## src/fspc_defs.svh

```systemverilog
// constants for the flash self-program control block
`ifndef FSPC_DEFS_SVH
`define FSPC_DEFS_SVH

// =====================================================================
// register addresses on the processor's I/O port
`define FSPC_CTRL_ADDR        8'h37
`define FSPC_XROW_ADDR        8'h75

// =====================================================================
// store_program_control field positions
`define FSPC_BIT_IRQ_EN       7
`define FSPC_BIT_BUSY         6
`define FSPC_BIT_SIG_RD       5
`define FSPC_BIT_REEN         4
`define FSPC_BIT_LOCK_SET     3
`define FSPC_BIT_PG_WRITE     2
`define FSPC_BIT_PG_ERASE     1
`define FSPC_BIT_STORE_EN     0

// accepted lower-five-bit command patterns
`define FSPC_PAT_REEN         5'h11
`define FSPC_PAT_LOCK         5'h09
`define FSPC_PAT_WRITE        5'h05
`define FSPC_PAT_ERASE        5'h03
`define FSPC_PAT_FILL         5'h01

// extra_row_mode_control field positions
`define FSPC_BIT_XROW_EXT     6
`define FSPC_XROW_SEL_HI      5
`define FSPC_XROW_SEL_LO      4

// =====================================================================
// reset values
`define FSPC_CTRL_RESET       8'h00
`define FSPC_XROW_RESET       8'h0A

// =====================================================================
// timing
`define FSPC_STORE_WINDOW     3'h4
`define FSPC_LOAD_WINDOW      2'h3
`define FSPC_CLK_MHZ          25
`define FSPC_T_WRITE_MIN_NS   3700000
`define FSPC_T_ERASE_MIN_NS   7300000
`define FSPC_WRITE_CYCLES     ((`FSPC_T_WRITE_MIN_NS * `FSPC_CLK_MHZ + 999) / 1000)
`define FSPC_ERASE_CYCLES     ((`FSPC_T_ERASE_MIN_NS * `FSPC_CLK_MHZ + 999) / 1000)

// pages in the concurrent-read section
`define FSPC_RWW_PAGES        480

`endif

```

## src/fspc_pkg.sv

```systemverilog
// types shared by the flash self-program control block
package fspc_pkg;

  // =====================================================================
  // sequencer states
  typedef enum logic [1:0] {
    FSPC_IDLE,
    FSPC_ARMED,
    FSPC_BUSY
  } fspc_state_t;

  // =====================================================================
  // armed command
  typedef enum logic [2:0] {
    FSPC_CMD_NONE,
    FSPC_CMD_FILL,
    FSPC_CMD_ERASE,
    FSPC_CMD_WRITE,
    FSPC_CMD_LOCK,
    FSPC_CMD_REEN,
    FSPC_CMD_SIG
  } fspc_cmd_t;

endpackage
```

## src/fspc_ctrl.sv

```systemverilog
// flash self-program control: command arming, buffer fill, erase, write, lock
`timescale 1ns/1ns
`include "fspc_defs.svh"
module fspc_ctrl
  import fspc_pkg::*;
#(
  parameter int unsigned Z_W           = 17,
  parameter int unsigned RWW_PAGES     = `FSPC_RWW_PAGES,
  parameter int unsigned WRITE_CYCLES  = `FSPC_WRITE_CYCLES,
  parameter int unsigned ERASE_CYCLES  = `FSPC_ERASE_CYCLES
) (
  input  wire logic             i_mclk,
  input  wire logic             i_nrst,
  input  wire logic [7:0]       i_io_addr,
  input  wire logic             i_io_wr,
  input  wire logic             i_io_rd,
  input  wire logic [7:0]       i_io_wdata,
  output logic      [7:0]       o_io_rdata,
  input  wire logic             i_gie,
  input  wire logic             i_spm_exec,
  input  wire logic             i_lpm_exec,
  input  wire logic [Z_W-1:0]   i_z_ptr,
  input  wire logic [7:0]       i_r0,
  input  wire logic [7:0]       i_r1,
  input  wire logic [7:0]       i_lock_bits,
  input  wire logic [7:0]       i_fuse_bits,
  input  wire logic [7:0]       i_sig_byte,
  output logic                  o_irq_req,
  output logic                  o_cpu_halt,
  output logic                  o_section_blocked,
  output logic                  o_buf_wr,
  output logic      [6:0]       o_buf_word_addr,
  output logic      [15:0]      o_buf_data,
  output logic                  o_buf_discard,
  output logic                  o_page_erase,
  output logic                  o_page_write,
  output logic      [Z_W-9:0]   o_page_addr,
  output logic                  o_lock_wr,
  output logic      [7:0]       o_lock_data,
  output logic                  o_lpm_valid,
  output logic      [7:0]       o_lpm_data,
  output logic                  o_xrow_ext,
  output logic      [1:0]       o_xrow_sel
);

  localparam int unsigned PAGE_W = Z_W - 8;
  localparam logic        IRQ_EN_RST = 1'(`FSPC_CTRL_RESET >> `FSPC_BIT_IRQ_EN);
  // counter wide enough for the longer of the two operation times
  localparam int unsigned TIMER_W = $clog2(((ERASE_CYCLES > WRITE_CYCLES) ? ERASE_CYCLES
                                            : WRITE_CYCLES) + 1);

  // =====================================================================
  // command decode
  function automatic fspc_cmd_t cmd_decode(input logic [5:0] bits);
    fspc_cmd_t c;
    c = FSPC_CMD_NONE;
    case (bits[4:0])
      `FSPC_PAT_REEN:  c = bits[5] ? FSPC_CMD_NONE : FSPC_CMD_REEN;
      `FSPC_PAT_LOCK:  c = bits[5] ? FSPC_CMD_NONE : FSPC_CMD_LOCK;
      `FSPC_PAT_WRITE: c = bits[5] ? FSPC_CMD_NONE : FSPC_CMD_WRITE;
      `FSPC_PAT_ERASE: c = bits[5] ? FSPC_CMD_NONE : FSPC_CMD_ERASE;
      `FSPC_PAT_FILL:  c = bits[5] ? FSPC_CMD_SIG : FSPC_CMD_FILL;
      default:         c = FSPC_CMD_NONE;
    endcase
    return c;
  endfunction

  // commands whose arming also opens the load window
  function automatic logic is_load_cmd(input fspc_cmd_t c);
    return (c == FSPC_CMD_LOCK) || (c == FSPC_CMD_SIG);
  endfunction

  // =====================================================================
  // state
  fspc_state_t       state_q;
  fspc_state_t       state_d;
  fspc_cmd_t         cmd_q;
  logic [2:0]        win_q;
  logic [1:0]        lwin_q;
  logic              irq_en_q;
  logic              busy_q;
  logic              dirty_q;
  logic              halt_q;
  logic [7:0]        xrow_q;
  logic              op_done;

  // =====================================================================
  // register port decode
  wire        ctrl_wr   = i_io_wr && (i_io_addr == `FSPC_CTRL_ADDR);
  wire        xrow_wr   = i_io_wr && (i_io_addr == `FSPC_XROW_ADDR);
  wire        ctrl_rd   = i_io_rd && (i_io_addr == `FSPC_CTRL_ADDR);
  wire        xrow_rd   = i_io_rd && (i_io_addr == `FSPC_XROW_ADDR);
  wire [5:0]  cmd_bits  = i_io_wdata[`FSPC_BIT_SIG_RD:`FSPC_BIT_STORE_EN];
  wire fspc_cmd_t new_cmd = cmd_decode(cmd_bits);

  // commands are taken only when no operation is running
  wire        arm       = ctrl_wr && (state_q != FSPC_BUSY)
                          && (new_cmd != FSPC_CMD_NONE);
  // a rewrite in the same cycle as a store re-arms and drops the store
  wire        spm_hit   = (state_q == FSPC_ARMED) && i_spm_exec
                          && !arm;
  wire        lpm_hit   = (lwin_q != 2'h0) && i_lpm_exec
                          && is_load_cmd(cmd_q);
  // the window closes on the fourth edge after the write
  wire        win_end   = (state_q == FSPC_ARMED) && (win_q == 3'h1)
                          && !i_spm_exec && !arm;
  wire        discard   = ctrl_wr && i_io_wdata[`FSPC_BIT_REEN] && dirty_q;

  // pages at and above the limit belong to the halting section
  wire [PAGE_W-1:0] page = i_z_ptr[Z_W-1:8];
  wire        in_rww    = (32'(page) < RWW_PAGES);

  wire        hit_fill  = spm_hit && (cmd_q == FSPC_CMD_FILL);
  wire        hit_erase = spm_hit && (cmd_q == FSPC_CMD_ERASE);
  wire        hit_write = spm_hit && (cmd_q == FSPC_CMD_WRITE);
  wire        hit_lock  = spm_hit && (cmd_q == FSPC_CMD_LOCK);
  wire        hit_reen  = spm_hit && (cmd_q == FSPC_CMD_REEN);
  wire        hit_pgop  = hit_erase || hit_write;
  wire        op_start  = hit_pgop || hit_lock;

  // =====================================================================
  // next state
  always_comb begin
    state_d = state_q;
    case (state_q)
      FSPC_IDLE: begin
        if (arm) begin
          state_d = FSPC_ARMED;
        end
      end
      FSPC_ARMED: begin
        if (arm) begin
          state_d = FSPC_ARMED;
        end else if (op_start) begin
          state_d = FSPC_BUSY;
        end else if (spm_hit || win_end) begin
          state_d = FSPC_IDLE;
        end
      end
      FSPC_BUSY: begin
        if (op_done) begin
          state_d = FSPC_IDLE;
        end
      end
      default: state_d = FSPC_IDLE;
    endcase
  end

  // =====================================================================
  // sequencer registers
  always_ff @(posedge i_mclk or negedge i_nrst) begin
    if (!i_nrst) begin
      state_q <= FSPC_IDLE;
      cmd_q   <= FSPC_CMD_NONE;
      win_q   <= 3'h0;
      lwin_q  <= 2'h0;
    end else begin
      state_q <= state_d;
      if (arm) begin
        cmd_q  <= new_cmd;
        win_q  <= `FSPC_STORE_WINDOW;
        lwin_q <= is_load_cmd(new_cmd) ? `FSPC_LOAD_WINDOW : 2'h0;
      end else begin
        // an expired or consumed arm forgets its command
        if (state_d == FSPC_IDLE) begin
          cmd_q <= FSPC_CMD_NONE;
        end
        if (win_q != 3'h0) begin
          win_q <= win_q - 3'h1;
        end
        if (lwin_q != 2'h0) begin
          lwin_q <= lwin_q - 2'h1;
        end
      end
    end
  end

  // =====================================================================
  // section busy, halt and buffer bookkeeping
  always_ff @(posedge i_mclk or negedge i_nrst) begin
    if (!i_nrst) begin
      busy_q  <= 1'b0;
      halt_q  <= 1'b0;
      dirty_q <= 1'b0;
    end else begin
      if (hit_pgop && in_rww) begin
        busy_q <= 1'b1;
      end else if (hit_reen || hit_fill) begin
        busy_q <= 1'b0;
      end
      if (hit_pgop && !in_rww) begin
        halt_q <= 1'b1;
      end else if (op_done) begin
        halt_q <= 1'b0;
      end
      // filled words stay until a page operation takes them or a re-enable drops them
      if (hit_fill) begin
        dirty_q <= 1'b1;
      end else if (discard || hit_pgop) begin
        dirty_q <= 1'b0;
      end
    end
  end

  // =====================================================================
  // control and extra-row registers
  always_ff @(posedge i_mclk or negedge i_nrst) begin
    if (!i_nrst) begin
      irq_en_q <= IRQ_EN_RST;
      xrow_q   <= `FSPC_XROW_RESET;
    end else begin
      if (ctrl_wr) begin
        irq_en_q <= i_io_wdata[`FSPC_BIT_IRQ_EN];
      end
      if (xrow_wr) begin
        xrow_q <= i_io_wdata;
      end
    end
  end

  // =====================================================================
  // read-back and extra-row decode
  // store-enable reads high from arming until the operation ends
  wire       store_enable_rd = (state_q != FSPC_IDLE);
  wire [7:0] ctrl_val = {irq_en_q,
                         busy_q,
                         cmd_q == FSPC_CMD_SIG,
                         cmd_q == FSPC_CMD_REEN,
                         cmd_q == FSPC_CMD_LOCK,
                         cmd_q == FSPC_CMD_WRITE,
                         cmd_q == FSPC_CMD_ERASE,
                         store_enable_rd};
  wire [7:0] rd_val   = ctrl_rd ? ctrl_val : (xrow_rd ? xrow_q : 8'h00);

  // reserved bits of the extra-row register are plain storage
  wire [7:0] xrow_nx  = xrow_wr ? i_io_wdata : xrow_q;
  wire       ext_nx   = xrow_nx[`FSPC_BIT_XROW_EXT];
  wire [1:0] sel_nx   = ext_nx ? xrow_nx[`FSPC_XROW_SEL_HI:`FSPC_XROW_SEL_LO]
                               : 2'h0;

  wire [7:0] lpm_val  = (cmd_q == FSPC_CMD_SIG) ? i_sig_byte
                        : (i_z_ptr[0] ? i_fuse_bits : i_lock_bits);

  // =====================================================================
  // level outputs
  wire       irq_nx     = irq_en_q && i_gie && (state_q == FSPC_IDLE);
  wire       halt_nx    = (hit_pgop && !in_rww) || (halt_q && !op_done);
  wire       blocked_nx = (hit_pgop && in_rww)
                          || (busy_q && !hit_reen && !hit_fill);

  // =====================================================================
  // outputs
  always_ff @(posedge i_mclk or negedge i_nrst) begin
    if (!i_nrst) begin
      o_io_rdata        <= 8'h00;
      o_irq_req         <= 1'b0;
      o_cpu_halt        <= 1'b0;
      o_section_blocked <= 1'b0;
      o_buf_wr          <= 1'b0;
      o_buf_word_addr   <= 7'h00;
      o_buf_data        <= 16'h0000;
      o_buf_discard     <= 1'b0;
      o_page_erase      <= 1'b0;
      o_page_write      <= 1'b0;
      o_page_addr       <= '0;
      o_lock_wr         <= 1'b0;
      o_lock_data       <= 8'h00;
      o_lpm_valid       <= 1'b0;
      o_lpm_data        <= 8'h00;
      o_xrow_ext        <= 1'b0;
      o_xrow_sel        <= 2'h0;
    end else begin
      o_io_rdata        <= rd_val;
      o_irq_req         <= irq_nx;
      o_cpu_halt        <= halt_nx;
      o_section_blocked <= blocked_nx;
      o_buf_wr          <= hit_fill;
      o_buf_discard     <= discard;
      o_page_erase      <= hit_erase;
      o_page_write      <= hit_write;
      o_lock_wr         <= hit_lock;
      o_lpm_valid       <= lpm_hit;
      // data outputs keep their last value between pulses
      if (hit_fill) begin
        o_buf_word_addr <= i_z_ptr[7:1];
        o_buf_data      <= {i_r1, i_r0};
      end
      if (hit_pgop) begin
        o_page_addr     <= page;
      end
      if (hit_lock) begin
        o_lock_data     <= i_r0;
      end
      if (lpm_hit) begin
        o_lpm_data      <= lpm_val;
      end
      o_xrow_ext        <= ext_nx;
      o_xrow_sel        <= sel_nx;
    end
  end

  // =====================================================================
  // operation duration; lock writes reuse the write time and never halt
  fspc_op_timer #(
    .CNT_W        (TIMER_W),
    .WRITE_CYCLES (WRITE_CYCLES),
    .ERASE_CYCLES (ERASE_CYCLES)
  ) u_timer (
    .i_mclk  (i_mclk),
    .i_nrst  (i_nrst),
    .i_start (op_start),
    .i_erase (hit_erase),
    .o_done  (op_done)
  );

endmodule

```

## src/fspc_op_timer.sv

```systemverilog
// busy timer for page erase, page write and lock bit write
`timescale 1ns/1ns
`include "fspc_defs.svh"
module fspc_op_timer #(
  parameter int unsigned CNT_W         = 18,
  parameter int unsigned WRITE_CYCLES  = `FSPC_WRITE_CYCLES,
  parameter int unsigned ERASE_CYCLES  = `FSPC_ERASE_CYCLES
) (
  input  wire logic i_mclk,
  input  wire logic i_nrst,
  input  wire logic i_start,
  input  wire logic i_erase,
  output logic      o_done
);

  // =====================================================================
  // countdown
  logic [CNT_W-1:0] cnt_q;
  logic             run_q;
  wire              last = run_q && (cnt_q == {{(CNT_W-1){1'b0}}, 1'b1});

  always_ff @(posedge i_mclk or negedge i_nrst) begin
    if (!i_nrst) begin
      cnt_q  <= '0;
      run_q  <= 1'b0;
      o_done <= 1'b0;
    end else begin
      o_done <= last;
      if (i_start) begin
        cnt_q <= i_erase ? CNT_W'(ERASE_CYCLES) : CNT_W'(WRITE_CYCLES);
        run_q <= 1'b1;
      end else if (run_q) begin
        cnt_q <= cnt_q - 1'b1;
        run_q <= !last;
      end
    end
  end

endmodule

```

## config.mk

```make
export PLATFORM = sky130hd
export DESIGN_NAME = fspc_ctrl
export DESIGN_NICKNAME = d
export VERILOG_FILES = /design/src/fspc_pkg.sv /design/src/fspc_ctrl.sv /design/src/fspc_op_timer.sv
export VERILOG_INCLUDE_DIRS = /design/src /design/src/src
export SDC_FILE = /design/constraint.sdc
export NUM_CORES = 1
export LEC_CHECK = 0
export ABC_AREA = 0
export BUFFER_PORTS_ARGS = -buffer_cell sky130_fd_sc_hd__buf_2
export CAP_MARGIN = 10
export CELL_PAD_IN_SITES_DETAIL_PLACEMENT = 2
export CELL_PAD_IN_SITES_GLOBAL_PLACEMENT = 2
export CORE_MARGIN = 2
export CORE_UTILIZATION = 29
export DETAILED_ROUTE_END_ITERATION = 10
export GPL_ROUTABILITY_DRIVEN = 0
export GPL_TIMING_DRIVEN = 0
export PLACE_DENSITY = 0.86
export SYNTH_ARGS = -nofsm -noshare
export SYNTH_HDL_FRONTEND = slang
export SYNTH_SLANG_ARGS = --single-unit
```

## constraint.sdc

```tcl
create_clock -name i_mclk -period 2.1 [get_ports i_mclk]
set_clock_uncertainty 0.2 [all_clocks]
set_input_delay 0.42 -clock i_mclk [delete_from_list [all_inputs] [get_ports i_mclk]]
set_output_delay 0.42 -clock i_mclk [all_outputs]
set_load 0.01 [all_outputs]
```

==> qor.txt, run 1 <==
top cells by area in the synthesized netlist: dfrtp_1 55%, mux2_2 9.0%, nand2_1 3.1%, nor2_1 2.6%, o21ai_0 2.6%
ys flop type: dfrtp_1
number of top-level pins: 148
antenna violations before repair: 0
EDFF count, synth: 0
Syn Inst Count: 425
slowest CP cell: or4_4
max-slew violation count: 0
top cells by count, synth: 107 x dfrtp_1, 40 x nand2_1, 39 x mux2_2
starting density of the core: 0.296
Hold WC Path Type: primary input to register
number of DRC violations after detailed routing: 0
upper clock frequency limit: 445 MHz
Pwr Density: 605 nW/um2
WP data arrival: 2290 ps
origin of the worst setup path: u_timer.cnt_q[3]
worst slew pin tran: 680 ps
min setup slack post-route: -148 ps
insertion delay of the later-clocked pin in the worst-skew pair: 370 ps
drt total wl: 21.1 mm
total design power: 4.14 mW
average cell area after synthesis: 11.5 um2
sequential fraction of the synthesis area: 0.557
critical path required time: 2150 ps
kind of launch point of the worst setup path: register
peak per-stage delay on the critical path: 550 ps
count of final setup violators: 43
buffers added on ports: 143
TritonCTS Buffers: 9
maximum capacitance violations: 0
number of synthesized register bits: 109
combined area of all synthesized cells: 4900 um2
most prevalent standard cell on the critical path: buf_4
startpoint of the worst-slack reg-to-reg timing path: u_timer.cnt_q[3]
sort of element at the end of the critical path: register
Net count, final: 696
result of the run: finished, violations left
VDD IR max: 0.395 mV
number of distinct library cells after synthesis: 52
worst slew margin relative to its limit: 0.547
share of post-route cells with drive strength above 1: 0.483
H-tree levels: 3
library cell occupying the most area in the post-synthesis netlist: dfrtp_1
synthesized netlist net count: 511
Hold Fails Final Rpt: 0
source of the worst hold timing path: i_r1[4]
Period minus WS final: 2250 ps
floorplan die area: 18000 um2
share of Yosys cell area claimed by the top area cell type: 0.546
count of antenna-violating nets left after detailed routing: 0
number of buffers on the longest clock path: 2
failing checks: negative setup slack
count of vias placed by the detailed router: 4370
leakage dissipation: 3.44 nW
share of flip-flops with an asynchronous set or reset: 1.00
chip height: 134 um
clock tree from TritonCTS: done
maximum number of pins on one net before global-route repair: 63
antenna cells: 0
All-Layer GR Usage: 0.225
Layout Area Growth over Synthesis: 39.4%
critical path cell sequence: or4_4, nor4_4, buf_4, buf_4, xnor2_2, a21oi_2
most numerous cell in the Yosys netlist: dfrtp_1
clk slew on worst S/H paths: 90 ps
mean routed wirelength per cell: 25.3 um
drt via density: 5.23
clock net sink count: 109
category of the most critical setup path: register to register
area of the core: 16600 um2
via count of the first global-routing pass: 4975
worst setup timing slack at the placement stage: -627 ps
total global routing overflow: 0
clock tree root driver cell: clkbuf_16
Die Wd: 134 um
setup repair after global routing missed its margin: yes
fraction of the cycle the final worst path needs: 1.07
maximum fanout count along the critical path: 5
number of warnings reported in the yosys synthesis log: 0
wire length of the first global-routing pass: 30.4 mm
dpl hpwl: 11.9 mm
number of violations reported at the end of detailed-routing iteration 0: 259
Row Count: 47
Detailed Routing Iterations Pass 1: 4
stage by stage:
stage / setup TNS [ps] / instance area, um2 / utilization / std cells / hold slack [ps]
floorplan: -3860 / 4980 / - / 425 / -75.6
global placement: -114780 / 5970 / 0.360 / 788 / 259
detailed placement: -30680 / 6000 / 0.362 / 789 / 277
CTS: -1130 / 6690 / 0.404 / 827 / 79.7
global route: -4280 / 6840 / 0.412 / 835 / 75.8
finish: -2340 / 6840 / 0.412 / 835 / 74.2
per-layer routing:
layer,GRT usage,routed length [um],vias up,share of wire
li1,-,-,1871,-
met1,0.242,7840,2267,0.37
met2,0.422,11300,175,0.54
met3,0.0420,906,57,0.043
met4,0.107,1040,0,0.049
met5,0,0,-,0
final cells by class:
class / count / area, um2
Buffer: 12 / 105
Clock buffer: 9 / 225
Clock inverter: 7 / 73.8
Fill cell: 1715 / 9750
Inverter: 15 / 63.8
Multi-Input combinational cell: 286 / 2280
Sequential cell: 109 / 2740
Tap cell: 220 / 275
Timing Repair Buffer: 177 / 1080
layout by cell type (no fill, tap or decap), types with 5 or more instances in the layout:
cell	instances
buf_4	26
nand3_1	6
mux2i_1	8
dfrtp_2	5
inv_1	13
buf_2	141
o21ai_0	25
xnor2_1	9
o22ai_1	5
mux2_2	30
nand2_1	36
nor3_1	10
a21oi_1	11
mux2_4	19
nor2_1	34
buf_6	6
dfrtp_1	102
clkbuf_16	9
buf_12	6
ha_1	6
sequential cells by signal, summed over array words and instances, names as in the netlist, 3 cells and up:
name,flops
o_io_rdata,8
o_lock_data,8
o_lpm_data,8
o_buf_word_addr,7
cmd_q,3
xrow_q,8
u_timer.cnt_q,18
o_page_addr,9
o_buf_data,16
win_q,3
where the power goes:
| group | switching, mW | internal [mW] |
|---|---|---|
| Combinational | 0.137 | 0.0988 |
| Sequential | 0.00885 | 2.11 |
| Clock | 0.936 | 0.848 |
cells by family (layout without fill, tap and decap cells):
family	Yosys count	after routing	synth area share
compound gates	70	70	0.0921
buf+inv	30	220	0.0332
simple gates	136	136	0.137
mux	57	57	0.135
flops	109	109	0.557
xor+xnor	16	16	0.0286
fa+ha+maj	7	7	0.0176
worst paths after layout:
check / end / slack (ps) / depth (start not counted)
setup / recovery: u_timer.cnt_q[8] / -150 / 6
hold / removal: o_buf_data[12] / 70 / 2
setup reg to reg: u_timer.cnt_q[8] / -150 / 6
hold reg to reg: o_lpm_data[4] / 290 / 2
max in group asynchronous: u_timer.cnt_q[13] / 510 / 3
min in group asynchronous: o_lpm_data[3] / 440 / 2
worst max-delay path: cells and delay by family (launching register included):
kind	cells	cell delay (ps)
flops	1	460
simple gates	2	940
buf+inv	2	310
compound gates	1	90
xor+xnor	1	120
timing repair:
item / 4_1_cts / 5_1_grt
pin swaps: 6 / 9
hold endpoints to repair: 45 / 0
resized for setup: 31 / 34
hold buffers: 1 / 0
cloned: 1 / 0
setup endpoints to repair: 75 / 62
buffers inserted: 21 / 12
No activity file was read; power rests on OpenSTA's default activity.
==> run 2, diff against run 1 <==
CORE_ASPECT_RATIO = 0.9   (was default)
PLACE_DENSITY = 0.81   (was 0.86)
==> run 2 against run 1 <==
Sequential share of layout area increased by 0.56 points; core utilization decreased by 0.90 points; total power decreased by 2.3%; worst hold slack improved by 9.5 ps; die area about the same; non-clock buffer count decreased by 3; final cell count decreased by 1.4%; routed wire length decreased by 24%; the flow still finishes with violations (negative setup slack); critical endpoint is now o_buf_word_addr[5].
==> qor.txt, run 2 (synthesis gave the netlist of run 1 again) <==
buffers added on ports: 143
Critical Path End: o_buf_word_addr[5]
dpl hpwl: 11.1 mm
category of the most critical setup path: register to register
Detailed Routing Iterations Pass 1: 4
maximum number of pins on one net before global-route repair: 58
power share of the clock group: 0.421
placed cell count: 780
Layout Area Growth over Synthesis: 37.5%
origin of the worst setup path: state_q[1]
max-slew violation count: 0
top library cells by usage in the layout, fill and taps aside: 141 x buf_2, 102 x dfrtp_1, 38 x nand2_1, 33 x nor2_1
upper clock frequency limit: 467 MHz
Die Wd: 141 um
insertion delay of the later-clocked pin in the worst-skew pair: 360 ps
Row Count: 45
Period minus WS final: 2140 ps
antenna violations before repair: 0
sort of element at the end of the critical path: register
drt total wl: 15.9 mm
count of final setup violators: 28
chip height: 127 um
floorplan die area: 18000 um2
via count of the first global-routing pass: 4500
share of post-route cells with drive strength above 1: 0.456
max FFs per register: 18
clock net sink count: 109
source of the worst hold timing path: i_z_ptr[3]
H-tree levels: 3
total global routing overflow: 0
number of top-level pins: 148
Register-to-Register Setup Slack: -40 ps
worst setup timing slack at the placement stage: -592 ps
VDD IR max: 0.351 mV
number of standard cells in the final layout excluding fillers: 823
failing checks: negative setup slack
maximum fanout count along the critical path: 4
wire length of the first global-routing pass: 24.2 mm
Hold Fails Final Rpt: 0
clk slew on worst S/H paths: 80 ps
Crit Reg-Reg Endpoint: o_buf_word_addr[5]
switching component of the power: 0.991 mW
Sw Ratio: 0.245
kind of launch point of the worst setup path: register
worst slew margin relative to its limit: 0.475
number of DRC violations after detailed routing: 0
starting density of the core: 0.293
number of violations reported at the end of detailed-routing iteration 0: 109
number of buffers on the longest clock path: 2
most common cell after layout, fill and taps aside: buf_2
WP data arrival: 2190 ps
count of antenna-violating nets left after detailed routing: 0
fraction of the cycle the final worst path needs: 1.02
drt via density: 4.94
clock tree root driver cell: clkbuf_16
All-Layer GR Usage: 0.171
register with the most flip-flops: u_timer.cnt_q
leakage dissipation: 3.40 nW
Top Registers: u_timer.cnt_q: 18 flops, o_buf_data: 16 flops, o_page_addr: 9 flops
total negative slack for setup checks: -484 ps
register share of total power: 0.523
result of the run: finished, violations left
count of vias placed by the detailed router: 4066
cell-internal power: 3.05 mW
portion of total power attributed to combinational logic: 0.056
Min-Delay Path Depth: 2
number of cell instances on the worst register-to-register path: 5
Pwr Density: 599 nW/um2
area of the core: 16700 um2
total design power: 4.04 mW
critical path required time: 2150 ps
startpoint of the worst-slack reg-to-reg timing path: state_q[1]
TritonCTS Buffers: 9
min setup slack post-route: -42.2 ps
setup repair after global routing missed its margin: yes
clock tree from TritonCTS: done
maximum capacitance violations: 0
worst slew pin tran: 787 ps
number of filler instances in the final layout: 1763
Hold WC Path Type: primary input to register
antenna cells: 0
mean routed wirelength per cell: 19.4 um
Net count, final: 693
## run 2: how the worst min path moves through the flow
stage / to / slack (ps)
global route: o_buf_word_addr[3] / 70
finish: o_buf_word_addr[2] / 80
floorplan: busy_q / -80
global placement: o_lpm_data[0] / 270
CTS: o_buf_word_addr[2] / 70
detailed placement: o_lpm_data[7] / 280
## run 2: per-stage QoR
step,area (um2),utilization,hold slack (ps)
CTS,6480,0.388,65.8
global placement,5960,0.356,266
finish,6740,0.403,83.6
floorplan,4980,-,-75.6
global route,6740,0.403,73.2
detailed placement,5990,0.358,278
## run 2: power groups by stage
stage	sequential, mW	clock (mW)	combinational [mW]
after floorplan	2.15	0	0.0638
after detailed placement	2.15	0	0.216
after global routing	2.11	1.84	0.254
final	2.11	1.70	0.227
after global placement	2.15	0	0.196
after CTS	2.11	1.75	0.221
## run 2: cell type report
| type | instances | area [um2] | share of cell area |
|---|---|---|---|
| Buffer | 14 | 146 | 0.0217 |
| Clock buffer | 9 | 225 | 0.0334 |
| Clock inverter | 7 | 67.6 | 0.0100 |
| Inverter | 15 | 63.8 | 0.00947 |
| Multi-Input combinational cell | 286 | 2220 | 0.329 |
| Sequential cell | 109 | 2740 | 0.406 |
| Tap cell | 211 | 264 | 0.0392 |
| Timing Repair Buffer | 172 | 1020 | 0.151 |
## run 2: routing by layer
| metal | vias up | wire [um] | track usage |
|---|---|---|---|
| met2 | 112 | 8170 | 0.302 |
| met4 | 0 | 316 | 0.0494 |
| met1 | 2071 | 6830 | 0.213 |
| met5 | - | 0 | 0 |
| li1 | 1866 | - | - |
| met3 | 17 | 631 | 0.0356 |
## run 2: critical path, stage by stage, from the launching register on
cell       delay, ps
dfrtp_2          450
nand3b_1         210
or4_4            620
inv_8            110
clkbuf_16        140
mux2_4           300
## run 2: repair_timing
item                       in CTS  in global routing
hold buffers                    1                  0
setup endpoints to repair      71                 48
pin swaps                       3                 11
gates cloned                    0                  1
hold endpoints to repair       54                  0
buffers inserted               12                 14
resized for setup              20                 36
